[src/core/fds_pkg.sv]
// Constants for the fluorescent display scan driver: port addresses,
// control fields, reset codes and scan timing.
// Assumes a 4-bit CPU port bus with 5-bit port addresses.
package fds_pkg;

    // Port addresses seen by CPU in/out instructions
    localparam logic [4:0] ADDR_DIG_HI   = 5'h03;  // Digit port G12..G15
    localparam logic [4:0] ADDR_SEG_MID  = 5'h04;  // Segment port S4..S7
    localparam logic [4:0] ADDR_SEG_HI   = 5'h05;  // Segment port S8..S11
    localparam logic [4:0] ADDR_DIG_MID  = 5'h0a;  // Digit port G8..G11
    localparam logic [4:0] ADDR_DIG_LO   = 5'h0b;  // Digit port G4..G7
    localparam logic [4:0] ADDR_SEG_LO   = 5'h0c;  // Segment port S0..S3
    localparam logic [4:0] ADDR_CONTROL  = 5'h1a;  // Control (write) / status (read)
    localparam logic [4:0] ADDR_MODE     = 5'h1b;  // Mode setting (write)

    // Display control register fields
    localparam int CTL_SEL_LSB   = 0;
    localparam int CTL_BLANK_BIT = 2;
    localparam int CTL_KEY_BIT   = 3;

    // Setting selected for mode writes
    localparam logic [1:0] SEL_SEGMENTS = 2'h0;
    localparam logic [1:0] SEL_DIGITS   = 2'h1;
    localparam logic [1:0] SEL_DIMMER   = 2'h2;

    // Status register fields
    localparam int STS_BLANK_BIT   = 0;
    localparam int STS_KEY_BIT     = 1;
    localparam int STS_REQ_BIT     = 2;
    localparam int STS_RUN_BIT     = 3;

    // Values after reset
    localparam logic [1:0] RST_SEL       = 2'h0;
    localparam logic       RST_BLANK     = 1'b1;
    localparam logic [3:0] RST_SEG_CODE  = 4'h0;  // Eight segments
    localparam logic [3:0] RST_DIG_CODE  = 4'h7;  // Eight digits
    localparam logic [3:0] RST_DIM_CODE  = 4'hf;  // Full brightness

    // Segment code offset: code 0 means eight segments
    localparam logic [3:0] SEG_CODE_OFFSET = 4'h7;

    // Pin groups
    localparam int DEDICATED_PINS = 12;
    localparam int SHARED_PINS    = 4;
    localparam int MAX_LINES      = 16;
    localparam int TOTAL_SCAN     = DEDICATED_PINS * 2 + SHARED_PINS * 2 - SHARED_PINS;

    // Segment time unit in interval timer input clocks (2^3 of them)
    localparam int SEG_UNIT_TICKS = 8;
    // Least spacing of display transfer cycles, in instruction cycles
    localparam int XFER_SPACING   = 32;

    // Display data always comes from bank zero
    localparam logic DISPLAY_DATA_BANK = 1'b0;

    // Operating modes of the core
    localparam logic [1:0] PMODE_NORMAL = 2'h0;
    localparam logic [1:0] PMODE_SLOW   = 2'h1;
    localparam logic [1:0] PMODE_HOLD   = 2'h2;

endpackage : fds_pkg

[src/core/fds_driver.sv]
// Automatic dynamic-scan driver for a fluorescent display with 28 outputs.
// Assumes a CPU that inserts one stolen instruction cycle per transfer
// request, a timebase tick from the interval timer input clock, and
// synchronous inputs on clk.
//
// How it works
// - Twenty-eight outputs: 12 digit, 12 segment, 4 shared digit/segment.
// - Programmable n segments by m digits, n up to 12+i, m up to 16-i.
// - Mode writes go to the setting last chosen in the control register.
// - Control 0101B chooses digit count; 1000B enables key scan and starts.
// - Segment code 0000B means eight segments; digit code 0111B eight digits.
// - Thirteen to sixteen segments cut available digits to fifteen to twelve.
// - With sixteen segments digit scanning starts at the fifth digit line.
// - Shared pins become segment or digit from the segment count alone.
// - Each display bit maps to one segment; a 1 lights it.
// - A transfer request steals one instruction cycle to fetch segment data.
// - The transfer always reads bank zero whatever bank software selected.
// - Transfers happen only while the blank flag is clear.
// - Transfers come at most once per 32 instruction cycles.
// - Segment time is eight interval timer input clocks in either setup.
// - While the display runs, writes to segment ports are blocked.
// - With key scan enabled, the interval timer request sets the blank flag.
// - That blanking ignores the interrupt master enable.
// - Blanking lasts until software clears it; display resumes at next transfer.
// - While blanked, segment ports are read and written for key scanning.
// - Entering slow or hold blanks and drives shared pins to zero.
// - In low power, digit ports lose scan drive and show their latches.
// - Slow keeps segment values from before; hold clears segment latches, drives them zero.
// - A readable status register shows driver operation.
// - Digit port writes take effect while running, ORed with the digit scan drive.
`timescale 1ns/1ps
`default_nettype none

module fds_driver
    import fds_pkg::*;
(
    input  wire logic        clk,
    input  wire logic        rst_n,
    input  wire logic        ce,
    input  wire logic        io_wr,
    input  wire logic        io_rd,
    input  wire logic [4:0]  io_addr,
    input  wire logic [3:0]  io_wdata,
    output logic      [3:0]  io_rdata,
    input  wire logic [3:0]  seg_hi_pin_in,
    input  wire logic        segment_clock_tick,
    input  wire logic        instr_cycle,
    input  wire logic        interval_timer_request,
    input  wire logic [1:0]  power_mode,
    output logic             xfer_req,
    input  wire logic        xfer_ack,
    output logic      [4:0]  dm_addr,
    input  wire logic [15:0] dm_rdata,
    output logic      [11:0] digit_out,
    output logic      [11:0] seg_out,
    output logic      [3:0]  shared_out,
    output logic             display_blank_flag
);

    typedef enum logic [1:0] {FDS_IDLE, FDS_WAIT, FDS_SHOW} fds_state_t;

    typedef struct packed {
        fds_state_t  st;
        logic [1:0]  sel;
        logic        blank;
        logic        key_scan_enable;
        logic [3:0]  seg_code;
        logic [3:0]  dig_code;
        logic [3:0]  dim_code;
        logic [3:0]  digit_idx;
        logic [2:0]  tick_cnt;
        logic [4:0]  space_cnt;
        logic [15:0] seg_data;
        logic        xfer_req;
        logic [11:0] seg_latch;
        logic [11:0] dig_latch;
        logic [11:0] seg_pins;
        logic [11:0] dig_pins;
        logic [3:0]  gs_pins;
        logic [1:0]  pmode_prev;
        logic [3:0]  rdata;
    } fds_regs_t;

    fds_regs_t s_reg;
    fds_regs_t s_next;

    logic [4:0]  seg_n;
    logic [4:0]  dig_req;
    logic [4:0]  dig_max;
    logic [4:0]  dig_n;
    logic [3:0]  dig_start;
    logic [3:0]  phys_digit;
    logic [3:0]  on_ticks;
    logic [3:0]  shared_is_seg;
    logic [11:0] seg_used;
    logic        running;
    logic        lit;
    logic        seg_port_ok;
    logic [3:0]  last_idx;

    // Port nibbles list digit lines high index first
    function automatic logic [3:0] rev4(input logic [3:0] v);
        rev4 = {v[0], v[1], v[2], v[3]};
    endfunction : rev4

    // Geometry from the programmed codes
    assign seg_n     = {1'b0, s_reg.seg_code + SEG_CODE_OFFSET} + 5'd1;
    assign dig_req   = {1'b0, s_reg.dig_code} + 5'd1;
    assign dig_max   = (seg_n > 5'd12) ? (5'd28 - seg_n) : 5'd16;
    assign dig_n     = (dig_req > dig_max) ? dig_max : dig_req;
    assign dig_start = (seg_n > 5'd12) ? 4'(seg_n - 5'd12) : 4'h0;
    assign last_idx  = 4'(dig_n - 5'd1);
    assign phys_digit = dig_start + s_reg.digit_idx;
    assign on_ticks  = {1'b0, s_reg.dim_code[3:1]} + 4'h1;

    // Shared pin i is a segment when the count reaches 13+i; dedicated segments above the count stay dark
    always_comb
    begin
        for (int i = 0; i < SHARED_PINS; i++)
        begin
            shared_is_seg[i] = (seg_n > 5'(DEDICATED_PINS + i));
        end
        for (int k = 0; k < DEDICATED_PINS; k++)
        begin
            seg_used[k] = (seg_n > 5'(k));
        end
    end

    // Driver runs only when unblanked in normal operation
    assign running     = !s_reg.blank && (power_mode == PMODE_NORMAL);
    assign seg_port_ok = !running;
    assign lit         = running && (s_reg.st == FDS_SHOW) && ({1'b0, s_reg.tick_cnt} < on_ticks);

    // Next-state logic
    always_comb
    begin
        logic lp_entry;
        logic seg_wr;
        lp_entry = 1'b0;
        seg_wr   = 1'b0;
        s_next   = s_reg;
        lp_entry = (power_mode != PMODE_NORMAL) && (s_reg.pmode_prev == PMODE_NORMAL);
        s_next.pmode_prev = power_mode;

        // Control and mode writes
        if (io_wr && io_addr == ADDR_CONTROL)
        begin
            s_next.sel             = io_wdata[CTL_SEL_LSB +: 2];
            s_next.blank           = io_wdata[CTL_BLANK_BIT];
            s_next.key_scan_enable = io_wdata[CTL_KEY_BIT];
        end
        if (io_wr && io_addr == ADDR_MODE)
        begin
            case (s_reg.sel)
                SEL_SEGMENTS: s_next.seg_code = io_wdata;
                SEL_DIGITS:   s_next.dig_code = io_wdata;
                SEL_DIMMER:   s_next.dim_code = io_wdata;
                default:      s_next.dim_code = s_reg.dim_code;
            endcase
        end
        // Timer request blanks regardless of interrupt enable; set beats clear
        if (interval_timer_request && s_reg.key_scan_enable)
        begin
            s_next.blank = 1'b1;
        end
        if (lp_entry)
        begin
            s_next.blank = 1'b1;
        end

        // Segment ports: writable only while not displaying
        if (io_wr && seg_port_ok)
        begin
            case (io_addr)
                ADDR_SEG_LO:  begin s_next.seg_latch[3:0]  = io_wdata; seg_wr = 1'b1; end
                ADDR_SEG_MID: begin s_next.seg_latch[7:4]  = io_wdata; seg_wr = 1'b1; end
                ADDR_SEG_HI:  begin s_next.seg_latch[11:8] = io_wdata; seg_wr = 1'b1; end
                default:      seg_wr = 1'b0;
            endcase
        end
        // Digit ports always accept writes
        if (io_wr)
        begin
            case (io_addr)
                ADDR_DIG_LO:  s_next.dig_latch[3:0]  = rev4(io_wdata);
                ADDR_DIG_MID: s_next.dig_latch[7:4]  = rev4(io_wdata);
                ADDR_DIG_HI:  s_next.dig_latch[11:8] = rev4(io_wdata);
                default:      s_next.dig_latch = s_next.dig_latch;
            endcase
        end
        if (power_mode == PMODE_HOLD)
        begin
            s_next.seg_latch = '0;
        end

        // Transfer spacing counter
        if (instr_cycle && s_reg.space_cnt != 5'(XFER_SPACING - 1))
        begin
            s_next.space_cnt = s_reg.space_cnt + 5'd1;
        end

        // Scan sequencer
        if (!running)
        begin
            s_next.st        = FDS_IDLE;
            s_next.tick_cnt  = '0;
            s_next.digit_idx = '0;
            // A cycle granted as blanking starts still counts as spent
            if (s_reg.xfer_req && xfer_ack)
            begin
                s_next.space_cnt = '0;
            end
        end
        else
        begin
            case (s_reg.st)
                FDS_IDLE:
                    s_next.st = FDS_WAIT;
                FDS_WAIT:
                    if (s_reg.xfer_req && xfer_ack)
                    begin
                        s_next.seg_data  = dm_rdata;
                        s_next.space_cnt = '0;
                        s_next.st        = FDS_SHOW;
                    end
                FDS_SHOW:
                    if (segment_clock_tick)
                    begin
                        if (s_reg.tick_cnt == 3'(SEG_UNIT_TICKS - 1))
                        begin
                            s_next.tick_cnt  = '0;
                            s_next.digit_idx = (s_reg.digit_idx >= last_idx) ? 4'h0
                                               : s_reg.digit_idx + 4'h1;
                            s_next.st        = FDS_WAIT;
                        end
                        else
                        begin
                            s_next.tick_cnt = s_reg.tick_cnt + 3'd1;
                        end
                    end
                default:
                    s_next.st = FDS_IDLE;
            endcase
        end
        s_next.xfer_req = (s_next.st == FDS_WAIT) && !s_next.blank && (power_mode == PMODE_NORMAL)
                          && (s_next.space_cnt == 5'(XFER_SPACING - 1));

        // Dedicated digit pins: scan drive or latch
        for (int j = 0; j < DEDICATED_PINS; j++)
        begin
            s_next.dig_pins[j] = (lit && phys_digit == 4'(j + SHARED_PINS)) || s_reg.dig_latch[j];
        end
        // Shared pins follow the segment count
        for (int i = 0; i < SHARED_PINS; i++)
        begin
            if (power_mode != PMODE_NORMAL)
                s_next.gs_pins[i] = 1'b0;
            else if (shared_is_seg[i])
                s_next.gs_pins[i] = lit && s_reg.seg_data[DEDICATED_PINS + i];
            else
                s_next.gs_pins[i] = lit && (phys_digit == 4'(i));
        end
        // Segment pins
        case (power_mode)
            PMODE_HOLD:
                s_next.seg_pins = '0;
            PMODE_SLOW:
                s_next.seg_pins = seg_wr ? s_next.seg_latch : s_reg.seg_pins;
            default:
                s_next.seg_pins = lit ? (s_reg.seg_data[11:0] & seg_used)
                                  : (s_reg.blank ? s_reg.seg_latch : 12'h000);
        endcase

        // Registered read data
        if (io_rd)
        begin
            case (io_addr)
                ADDR_CONTROL: s_next.rdata = {running, s_reg.xfer_req,
                                              s_reg.key_scan_enable, s_reg.blank};
                ADDR_SEG_LO:  s_next.rdata = s_reg.seg_latch[3:0];
                ADDR_SEG_MID: s_next.rdata = s_reg.seg_latch[7:4];
                ADDR_SEG_HI:  s_next.rdata = seg_hi_pin_in;
                ADDR_DIG_LO:  s_next.rdata = rev4(s_reg.dig_latch[3:0]);
                ADDR_DIG_MID: s_next.rdata = rev4(s_reg.dig_latch[7:4]);
                ADDR_DIG_HI:  s_next.rdata = rev4(s_reg.dig_latch[11:8]);
                default:      s_next.rdata = 4'h0;
            endcase
        end
    end

    // State register with clock enable and synchronous reset
    always_ff @(posedge clk)
    begin
        if (!rst_n)
        begin
            s_reg                 <= '0;
            s_reg.st              <= FDS_IDLE;
            s_reg.sel             <= RST_SEL;
            s_reg.blank           <= RST_BLANK;
            s_reg.seg_code        <= RST_SEG_CODE;
            s_reg.dig_code        <= RST_DIG_CODE;
            s_reg.dim_code        <= RST_DIM_CODE;
            s_reg.pmode_prev      <= PMODE_NORMAL;
        end
        else if (ce)
        begin
            s_reg <= s_next;
        end
    end

    // Outputs straight from the state register
    assign io_rdata           = s_reg.rdata;
    assign xfer_req           = s_reg.xfer_req;
    assign dm_addr            = {DISPLAY_DATA_BANK, s_reg.digit_idx};
    assign digit_out          = s_reg.dig_pins;
    assign seg_out            = s_reg.seg_pins;
    assign shared_out         = s_reg.gs_pins;
    assign display_blank_flag = s_reg.blank;

    // Checks
    chk_bank_zero: assert property (@(posedge clk) disable iff (!rst_n)
        xfer_req |-> dm_addr[4] == 1'b0)
        else $error("display fetch left bank zero");

    chk_req_unblanked: assert property (@(posedge clk) disable iff (!rst_n)
        s_reg.xfer_req |-> !s_reg.blank)
        else $error("transfer requested while blanked");

    chk_timer_blank: assert property (@(posedge clk) disable iff (!rst_n)
        ce && interval_timer_request && s_reg.key_scan_enable |=> s_reg.blank)
        else $error("timer request did not blank");

    chk_xfer_spacing: assert property (@(posedge clk) disable iff (!rst_n)
        ce && s_reg.xfer_req && xfer_ack |=> !s_reg.xfer_req && s_reg.space_cnt == 5'd0)
        else $error("transfer spacing not restarted");

    chk_seg_blocked: assert property (@(posedge clk) disable iff (!rst_n)
        ce && io_wr && io_addr == ADDR_SEG_LO && running |=> $stable(s_reg.seg_latch))
        else $error("segment port written while displaying");

    chk_lowpower_shared: assert property (@(posedge clk) disable iff (!rst_n)
        ce && power_mode != PMODE_NORMAL |=> shared_out == 4'h0 && s_reg.blank)
        else $error("shared pins driven in low power");

    chk_digit_limit: assert property (@(posedge clk) disable iff (!rst_n)
        (dig_n + {1'b0, dig_start}) <= 5'd16)
        else $error("digit count exceeds free lines");

    chk_select_digits: assert property (@(posedge clk) disable iff (!rst_n)
        ce && io_wr && io_addr == ADDR_CONTROL && io_wdata == 4'h5
        |=> s_reg.sel == SEL_DIGITS && s_reg.blank)
        else $error("digit setting not selected");

    chk_one_digit: assert property (@(posedge clk) disable iff (!rst_n)
        s_reg.dig_latch == 12'h000 |-> $onehot0({s_reg.dig_pins, s_reg.gs_pins & ~shared_is_seg}))
        else $error("more than one digit lit");

    chk_hold_clear: assert property (@(posedge clk) disable iff (!rst_n)
        ce && power_mode == PMODE_HOLD |=> s_reg.seg_latch == 12'h000 && seg_out == 12'h000)
        else $error("segment latch kept in hold");

    chk_unused_segs: assert property (@(posedge clk) disable iff (!rst_n)
        ce && lit |=> (seg_out & ~$past(seg_used)) == 12'h000)
        else $error("segment beyond count lit");

    chk_segment_time: assert property (@(posedge clk) disable iff (!rst_n)
        ce && running && s_reg.st == FDS_SHOW && segment_clock_tick
        && s_reg.tick_cnt == 3'(SEG_UNIT_TICKS - 1)
        |=> s_reg.st == FDS_WAIT && s_reg.tick_cnt == 3'h0)
        else $error("segment time not eight ticks");

    chk_dim_dark: assert property (@(posedge clk) disable iff (!rst_n)
        ce && running && s_reg.st == FDS_SHOW && {1'b0, s_reg.tick_cnt} >= on_ticks
        |=> seg_out == 12'h000 && shared_out == 4'h0)
        else $error("dimmed digit still lit");

endmodule : fds_driver

`default_nettype wire

[config.mk]
export PLATFORM = sky130hd
export DESIGN_NAME = fds_driver
export DESIGN_NICKNAME = d
export VERILOG_FILES = /design/src/core/fds_pkg.sv /design/src/core/fds_driver.sv
export SDC_FILE = /design/constraint.sdc
export NUM_CORES = 1
export LEC_CHECK = 0
export BUFFER_PORTS_ARGS = -buffer_cell sky130_fd_sc_hd__buf_2
export CORE_ASPECT_RATIO = 1.25
export CORE_MARGIN = 10
export CORE_UTILIZATION = 57
export DETAILED_ROUTE_END_ITERATION = 8
export GPL_ROUTABILITY_DRIVEN = 0
export PLACE_DENSITY = 0.86
export REMOVE_ABC_BUFFERS = 1
export SKIP_LAST_GASP = 1
export SLEW_MARGIN = 10
export SYNTH_ARGS = -nofsm -noshare
export SYNTH_HDL_FRONTEND = slang
export SYNTH_SLANG_ARGS = --single-unit
[constraint.sdc]
create_clock -name clk -period 14.5 [get_ports clk]
set_clock_uncertainty 0.15 [all_clocks]
set_input_delay 2.175 -clock clk [delete_from_list [all_inputs] [get_ports clk]]
set_output_delay 2.175 -clock clk [all_outputs]
set_load 0.005 [all_outputs]
==> metrics.md, run 1 <==
| Metric | Value |
|---|---|
| Number of clock sinks | `104` |
| Sequential Power Share | `0.513` |
| Starting Density | `0.589` |
| Multi-input gate area | `0.00372 mm^2` |
| Pwr per Cell Area | `around 85 mW/mm^2` |
| Ant. Diodes | `0` |
| Synth area leaders | `dfxtp_1 (33%), mux2i_1 (7.6%), ha_1 (6.3%)` |
| Pint | `428 uW` |
| Most frequent cells in the layout | `dfxtp_1 (104), nand2_1 (90), buf_2 (77), mux2i_1 (48)` |
| Number of global-route vias before repair | `between 5000 and 6000` |
| Hold_buf cts | `0` |
| Num ports | `79` |
| Mapped Cells | `762` |
| Max cap viols | `0` |
| Worst VDD drop | `45.8 uV` |
| Leading cell type in the layout, fill and taps excluded | `dfxtp_1` |
| Crit-path slowest cell | `dfxtp_1` |
| # resized after CTS | `0` |
| Post-route ant nets | `0` |
| Yosys top cell by area | `dfxtp_1` |
| Gr usage total | `0.219` |
| Clock power frac | `0.403` |
| Root buf cell | `clkbuf_16` |
| P&R area growth vs syn | `6.42%` |
| Design Power | `571 uW` |
| YS warnings | `0` |
| Largest register FFs | `66` |
| Gr ovfl total | `0` |
| CP Launch Type | `register` |
| Switching pwr | `142 uW` |
| TNS Setup | `0 ps` |
| Vias | `5783` |
| Fill cell count | `885` |
| Met1 Track Usage GR | `0.252` |
| Ys async rst share | `0` |
| Post-DP HPWL | `around 13000 um` |
| Status | `complete, no violations` |
| RSZ-0062 raised after global routing | `no` |
| Sw frac | `0.249` |
| Wire length per cell | `19.3 um` |
| Reg clk slew, reported paths | `around 70 ps` |
| Post-Syn Area per Cell | `~8.3 um^2` |
| Inserted Clock Buffers | `9` |
| Synth Register Bits | `104` |
| Global-route wire length before repair | `28400 um` |
| 1st-iter DRT viols | `643` |
| # rows | `42` |
| Longest Clk Path Bufs | `2` |
| Setup Crit Path Kind | `register to register` |
| Die area | `0.0157 mm^2` |
| Critical path fanouts, max | `23` |
| Final Cycle Share | `0.508` |
| Finish-stage setup viols | `0` |
| PortBufs | `77` |
| Avg Vias per Cell | `6.35` |
| Final Max Tran Viols | `0` |
| Post-synthesis sequential area ratio | `0.330` |
| CTS tree | `yes` |
| Final Critical Period | `7370 ps` |
| GR Layer Usage met2 | `0.373` |
| Core Area | `0.0107 mm^2` |
| Largest stage delay, worst path | `just under 800 ps` |
| Post-CTS setup repair buffer count | `0` |
| Number of flops mapped to enable cells by yosys | `0` |
| Synth cell types | `75` |
| GR peak layer | `met2` |
| Final Hold Viols | `0` |
| Hold crit path type | `register to register` |
| Die Y | `138 um` |
| Critical Path Most Common Cell | `ha_1` |
| Total Wirelength | `17500 um` |
| First-pass DRT Iterations | `5` |
| Synthesized cell area | `0.00632 mm^2` |
| Initial antenna violation count | `0` |
| Seq. cell area | `between 0.002 and 0.0025 mm^2` |
| Slew headroom | `0.342` |
| DIE WIDTH | `~110 um` |
| Met3 Usage GRT | `0.0418` |
| Worst skew pair latency | `350 ps` |
| Nets | `847` |
| CP Data Required Time | `14610 ps` |
| Worst EP arrival | `7480 ps` |
| Largest net degree at the start of global routing | `59` |
| Worst setup EP type | `register` |
| Slew @ Worst Pin | `between 900 and 1000 ps` |
| Leakage | `0.00264 uW` |
| H-tree Lvls | `3` |
| Logic gate share of total power | `0.084` |
| Area share of the largest cell type after synthesis | `0.330` |
| Layout cell share with drive strength beyond 1 | `0.153` |
| Fmax achieved | `0.136 GHz` |
| DRC viols | `0` |
| Synth Flop Type | `dfxtp_1` |
final cells by class:
| type | instances | area share |
|---|---|---|
| clock buffers | 11 | 0.0361 |
| clock inverters | 4 | 0.00447 |
| inverters | 17 | 0.00949 |
| multi-input cells | 561 | 0.554 |
| flip-flops and latches | 104 | 0.310 |
| well taps | 132 | 0.0246 |
| repair buffers | 81 | 0.0618 |
critical path, delay by kind of cell, from the launching register on:
family / cells / cell delay (ps)
compound gates: 9 / 1510
xor+xnor: 1 / 360
fa+ha+maj: 5 / 1850
buf+inv: 2 / 440
flops: 1 / 770
simple gates: 8 / 2160
routing by layer:
metal  vias to the layer above  wire [um]  share of wire
met1                      2716       6910           0.39
met3                        50       1190          0.068
li1                       2726          -              -
met2                       291       8770           0.50
met5                         -          0              0
met4                         0        663          0.038
Yosys cell counts, drive strengths merged (3+ instances only):
cell type and n:
clkbuf 35, mux2i 48, a221oi 13, ha 32, o21a 4, o21ai 49, nand2 91, nor3b 6
nor3 11, o22ai 13, dfxtp 104, nor2b 41, nor4 4, buf 45, xor2 6, nor2 46
or3 4, and2 5, inv 16, nand2b 9, o31ai 3, and3b 3, and3 6, o211ai 5
a32oi 17, nand3 19, a21oi 47, xnor2 9, a31oi 8, nand4 12, or3b 3, a22oi 4
mux2 7
path summary, 6_finish.rpt:
path	start	end	slack (ps)	cells after the start
max reg2reg	s_reg[95]	dm_addr[2]	7130	25
max	s_reg[95]	dm_addr[2]	7130	25
min reg2reg	s_reg[66]	s_reg[66]	310	2
min	s_reg[66]	s_reg[66]	310	2
power groups by stage:
stage / registers (uW) / logic [uW] / clock network (uW)
finish: 293 / 48.2 / 230
global route: 293 / 52.6 / 241
CTS: 293 / 47.4 / 229
detailed placement: 299 / 47.1 / 0
global placement: 299 / 45.8 / 0
floorplan: 299 / 22.6 / 0
stage by stage:
step	area (um^2)	worst slack [ps]	std cells	hold slack, ps	utilization
5_1_grt	6720	6510	910	339	0.627
3_5_place_dp	6450	7310	895	297	0.602
6_report	6720	7130	910	310	0.627
2_1_floorplan	5860	8250	682	282	-
4_1_cts	6720	7240	910	308	0.627
3_3_place_gp	6450	7700	895	297	0.602
cells by family (layout without fill, tap and decap cells):
| logic type | count (synthesis) | after routing | share of synthesized area |
|---|---|---|---|
| compound gates | 185 | 185 | 0.190 |
| buf+inv | 97 | 113 | 0.0818 |
| fa+ha+maj | 33 | 33 | 0.0665 |
| xor+xnor | 15 | 15 | 0.0220 |
| other cells | 1 | 1 | 0.000594 |
| flops | 104 | 104 | 0.330 |
| simple gates | 272 | 272 | 0.221 |
| mux | 55 | 55 | 0.0885 |
Note: power is estimated with default switching activity, not from simulation.
==> run 2, diff against run 1 <==
ABC_AREA = 1   (was default)
clock period = 7 ns   (was 14.5 ns; I/O delays follow)
==> metrics.md, run 2 <==
| Metric | Value |
|---|---|
| Pwr per Cell Area | `189 mW/mm^2 (was 84.9 mW/mm^2)` |
| Multi-input gate area | `0.00339 mm^2 (was 0.00372 mm^2)` |
| # resized after CTS | `0 (unchanged)` |
| Mapped Cells | `881 (was 762)` |
| P&R area growth vs syn | `7.35% (was 6.42%)` |
| DRC viols | `0 (unchanged)` |
| H-tree Lvls | `3 (unchanged)` |
| Compound-cell area share of the yosys netlist | `0.219 (was 0.190)` |
| Worst hold slack | `315 ps (was 310 ps)` |
| Leading cell type in the layout, fill and taps excluded | `nand2_1 (was dfxtp_1)` |
| Adder-cell share of the synthesized area | `0.0670 (was 0.0665)` |
| Total Wirelength | `16300 um (was 17500 um)` |
| Number of clock sinks | `104 (unchanged)` |
| Worst setup EP type | `register (unchanged)` |
| Wire length per cell | `15.7 um (was 19.3 um)` |
| Final Max Tran Viols | `0 (unchanged)` |
| Die area | `0.0156 mm^2 (was 0.0157 mm^2)` |
| Global-route wire length before repair | `26800 um (was 28400 um)` |
| Slew headroom | `0.335 (was 0.342)` |
| Inserted Clock Buffers | `9 (unchanged)` |
| Die Y | `137 um (was 138 um)` |
| Top-count cell post-synth | `nand2_1 (was dfxtp_1)` |
| Root buf cell | `clkbuf_16 (unchanged)` |
| Seq. cell area | `0.00208 mm^2 (unchanged)` |
| Sequential Power Share | `0.488 (was 0.513)` |
| Post-DP HPWL | `12000 um (was 12900 um)` |
| Post-route ant nets | `0 (unchanged)` |
| Gr ovfl total | `0 (unchanged)` |
| Slew @ Worst Pin | `996 ps (was 982 ps)` |
| Simple-Gate Fraction of Synth Area | `0.246 (was 0.221)` |
| TNS Setup | `0 ps (unchanged)` |
| Core Area | `0.0107 mm^2 (about the same)` |
| Final setup margin | `1930 ps (was 7130 ps)` |
| Post-Syn Area per Cell | `7.13 um^2 (was 8.29 um^2)` |
| # rows | `42 (unchanged)` |
| Layout cell share with drive strength beyond 1 | `0.159 (was 0.153)` |
| Number of flops mapped to enable cells by yosys | `0 (unchanged)` |
| CTS tree | `yes (unchanged)` |
| Finish-stage setup viols | `0 (unchanged)` |
| Switching pwr | `334 uW (was 142 uW)` |
| Synth top cells by count | `nand2_1 (135), dfxtp_1 (104), nor2_1 (96) (was dfxtp_1 (104), nand2_1 (90), mux2i_1 (48))` |
| Worst skew pair latency | `350 ps (about the same)` |
| DIE WIDTH | `114 um (about the same)` |
| Fmax achieved | `0.197 GHz (was 0.136 GHz)` |
| Fill cell count | `966 (was 885)` |
| Gr usage total | `0.206 (was 0.219)` |
| Synthesized cell area | `0.00628 mm^2 (was 0.00632 mm^2)` |
| Synth Flop Type | `dfxtp_1 (unchanged)` |
| Largest register FFs | `66 (unchanged)` |
| Ant. Diodes | `0 (unchanged)` |
| YS warnings | `0 (unchanged)` |
| Final Hold Viols | `0 (unchanged)` |
| Worst EP arrival | `5190 ps (was 7480 ps)` |
| Synth cell types | `50 (was 75)` |
| Area share of the largest cell type after synthesis | `0.332 (was 0.330)` |
| Dpl cells | `1027 (was 895)` |
| Post-CTS setup repair buffer count | `0 (unchanged)` |
| Crit-path slowest cell | `dfxtp_1 (unchanged)` |
| Status | `complete, no violations (unchanged)` |
| Starting Density | `0.589 (about the same)` |
| Number of global-route vias before repair | `5797 (was 5756)` |
| Largest family of logic cells by synthesized area | `simple AND/OR/NAND/NOR gates (unchanged)` |
| Area share of xor/xnor cells in the synthesized design | `0.00837 (was 0.0220)` |
| Largest stage delay, worst path | `470 ps (was 770 ps)` |
| Synth Register Bits | `104 (unchanged)` |
| CP Data Required Time | `7120 ps (was 14610 ps)` |
| Leakage | `0.00300 uW (was 0.00264 uW)` |
| Most frequent cells in the layout | `nand2_1 (135), dfxtp_1 (104), nor2_1 (96), inv_1 (91), o21ai_0 (90) (was dfxtp_1 (104), nand2_1 (90), buf_2 (77), mux2i_1 (48))` |
| Post-synthesis mux area share | `0 (was 0.0885)` |
| Final Cycle Share | `0.725 (was 0.508)` |
| PortBufs | `77 (unchanged)` |
| Post-synthesis sequential area ratio | `0.332 (was 0.330)` |
| RSZ-0062 raised after global routing | `no (unchanged)` |
| 1st-iter DRT viols | `393 (was 643)` |
| Ys async rst share | `0 (unchanged)` |
| Setup Crit Path Kind | `register to register (unchanged)` |
| Yosys top cell by area | `dfxtp_1 (unchanged)` |
| Synth area leaders | `dfxtp_1 (33%), nand2_1 (8.1%), o21ai_0 (7.2%) (was dfxtp_1 (33%), mux2i_1 (7.6%), ha_1 (6.3%))` |
| Worst VDD drop | `158 uV (was 45.8 uV)` |
| CP Launch Type | `register (unchanged)` |
| Hold_buf cts | `0 (unchanged)` |
| Vias | `5999 (was 5783)` |
| Final Critical Period | `5070 ps (was 7370 ps)` |
| Hold crit path type | `register to register (unchanged)` |
| Initial antenna violation count | `0 (unchanged)` |
| Nets | `979 (was 847)` |
| Critical path fanouts, max | `8 (was 23)` |
| Num ports | `79 (unchanged)` |
| Longest Clk Path Bufs | `2 (unchanged)` |
| DP Worst Slack | `1980 ps (was 7310 ps)` |
| Avg Vias per Cell | `5.75 (was 6.35)` |
| Pint | `939 uW (was 428 uW)` |
| Reg clk slew, reported paths | `70 ps (about the same)` |
| Sw frac | `0.262 (was 0.249)` |
| Max cap viols | `0 (unchanged)` |
| Largest net degree at the start of global routing | `84 (was 59)` |
| Logic gate share of total power | `0.111 (was 0.084)` |
| Non-Filler Instances | `1043 (was 910)` |
| First-pass DRT Iterations | `5 (unchanged)` |
| Clock power frac | `0.401 (was 0.403)` |
-- run 2: changes by cell type in the layout (fill, tap and decap cells not counted), moves of 10 or more --
cell and delta:
o21ai_1 +11, nor2_1 +50, a221oi_1 -10, nor2b_1 -41, mux2i_1 -48, a21oi_1 +17
nand3_1 +25, a32oi_1 -17, inv_1 +75, o21ai_0 +45, nand2_1 +45, a211oi_1 +19
-- run 2: final timing paths --
kind	from	to	slack, ps	cells after the start
max	s_reg[95]	dm_addr[1]	1930	29
min	io_rdata[2]	io_rdata[2]	310	2
max reg2reg	s_reg[95]	dm_addr[1]	1930	29
min reg2reg	io_rdata[2]	io_rdata[2]	310	2
-- run 2: through the flow --
stage,util,power [uW],area [um^2]
detailed placement,0.604,773,6440
CTS,0.632,1280,6740
floorplan,-,715,5870
global route,0.632,1320,6740
global placement,0.604,770,6440
finish,0.632,1270,6740
-- run 2: metal layers --
metal  vias to the layer above  global-route usage  part of all wire  wire length (um)
li1                       2987                   -                 -                 -
met1                      2759               0.239              0.41              6720
met2                       199               0.348              0.49              7960
met3                        54              0.0422             0.059               960
met4                         0               0.112             0.043               707
met5                         -                   0                 0                 0
-- run 2: kinds of logic after synthesis --
| kind of cell | after synthesis |
|---|---|
| xor gates and xnor gates | 6 |
| other | 1 |
| DFF | 104 |
| and+or+nand+nor | 332 |
| buffers and inverters | 168 |
| adders and majority gates | 33 |
| AOI/OAI and AO/OA | 237 |
-- run 2: area by class of cell --
type,instances,area share
clock inverter,5,0.00947
clock buffer,11,0.0345
sequential,104,0.309
multi-input combinational,609,0.503
inverter,102,0.0587
timing repair buffer,80,0.0605
tap,132,0.0245
-- run 2: critical path, delay by kind of cell (launching register included) --
family,cells,cell delay [ps]
adders and majority gates,5,1580
and+or+nand+nor,12,1500
AOI/OAI and AO/OA,7,880
DFF,1,470
buffers and inverters,5,420
-- run 2: power groups by stage --
stage	clock network, uW	registers, uW	logic [uW]
5_1_grt	542	623	159
4_1_cts	516	621	140
3_5_place_dp	0	635	138
6_report	511	621	141
2_1_floorplan	0	633	81.7
3_3_place_gp	0	634	136
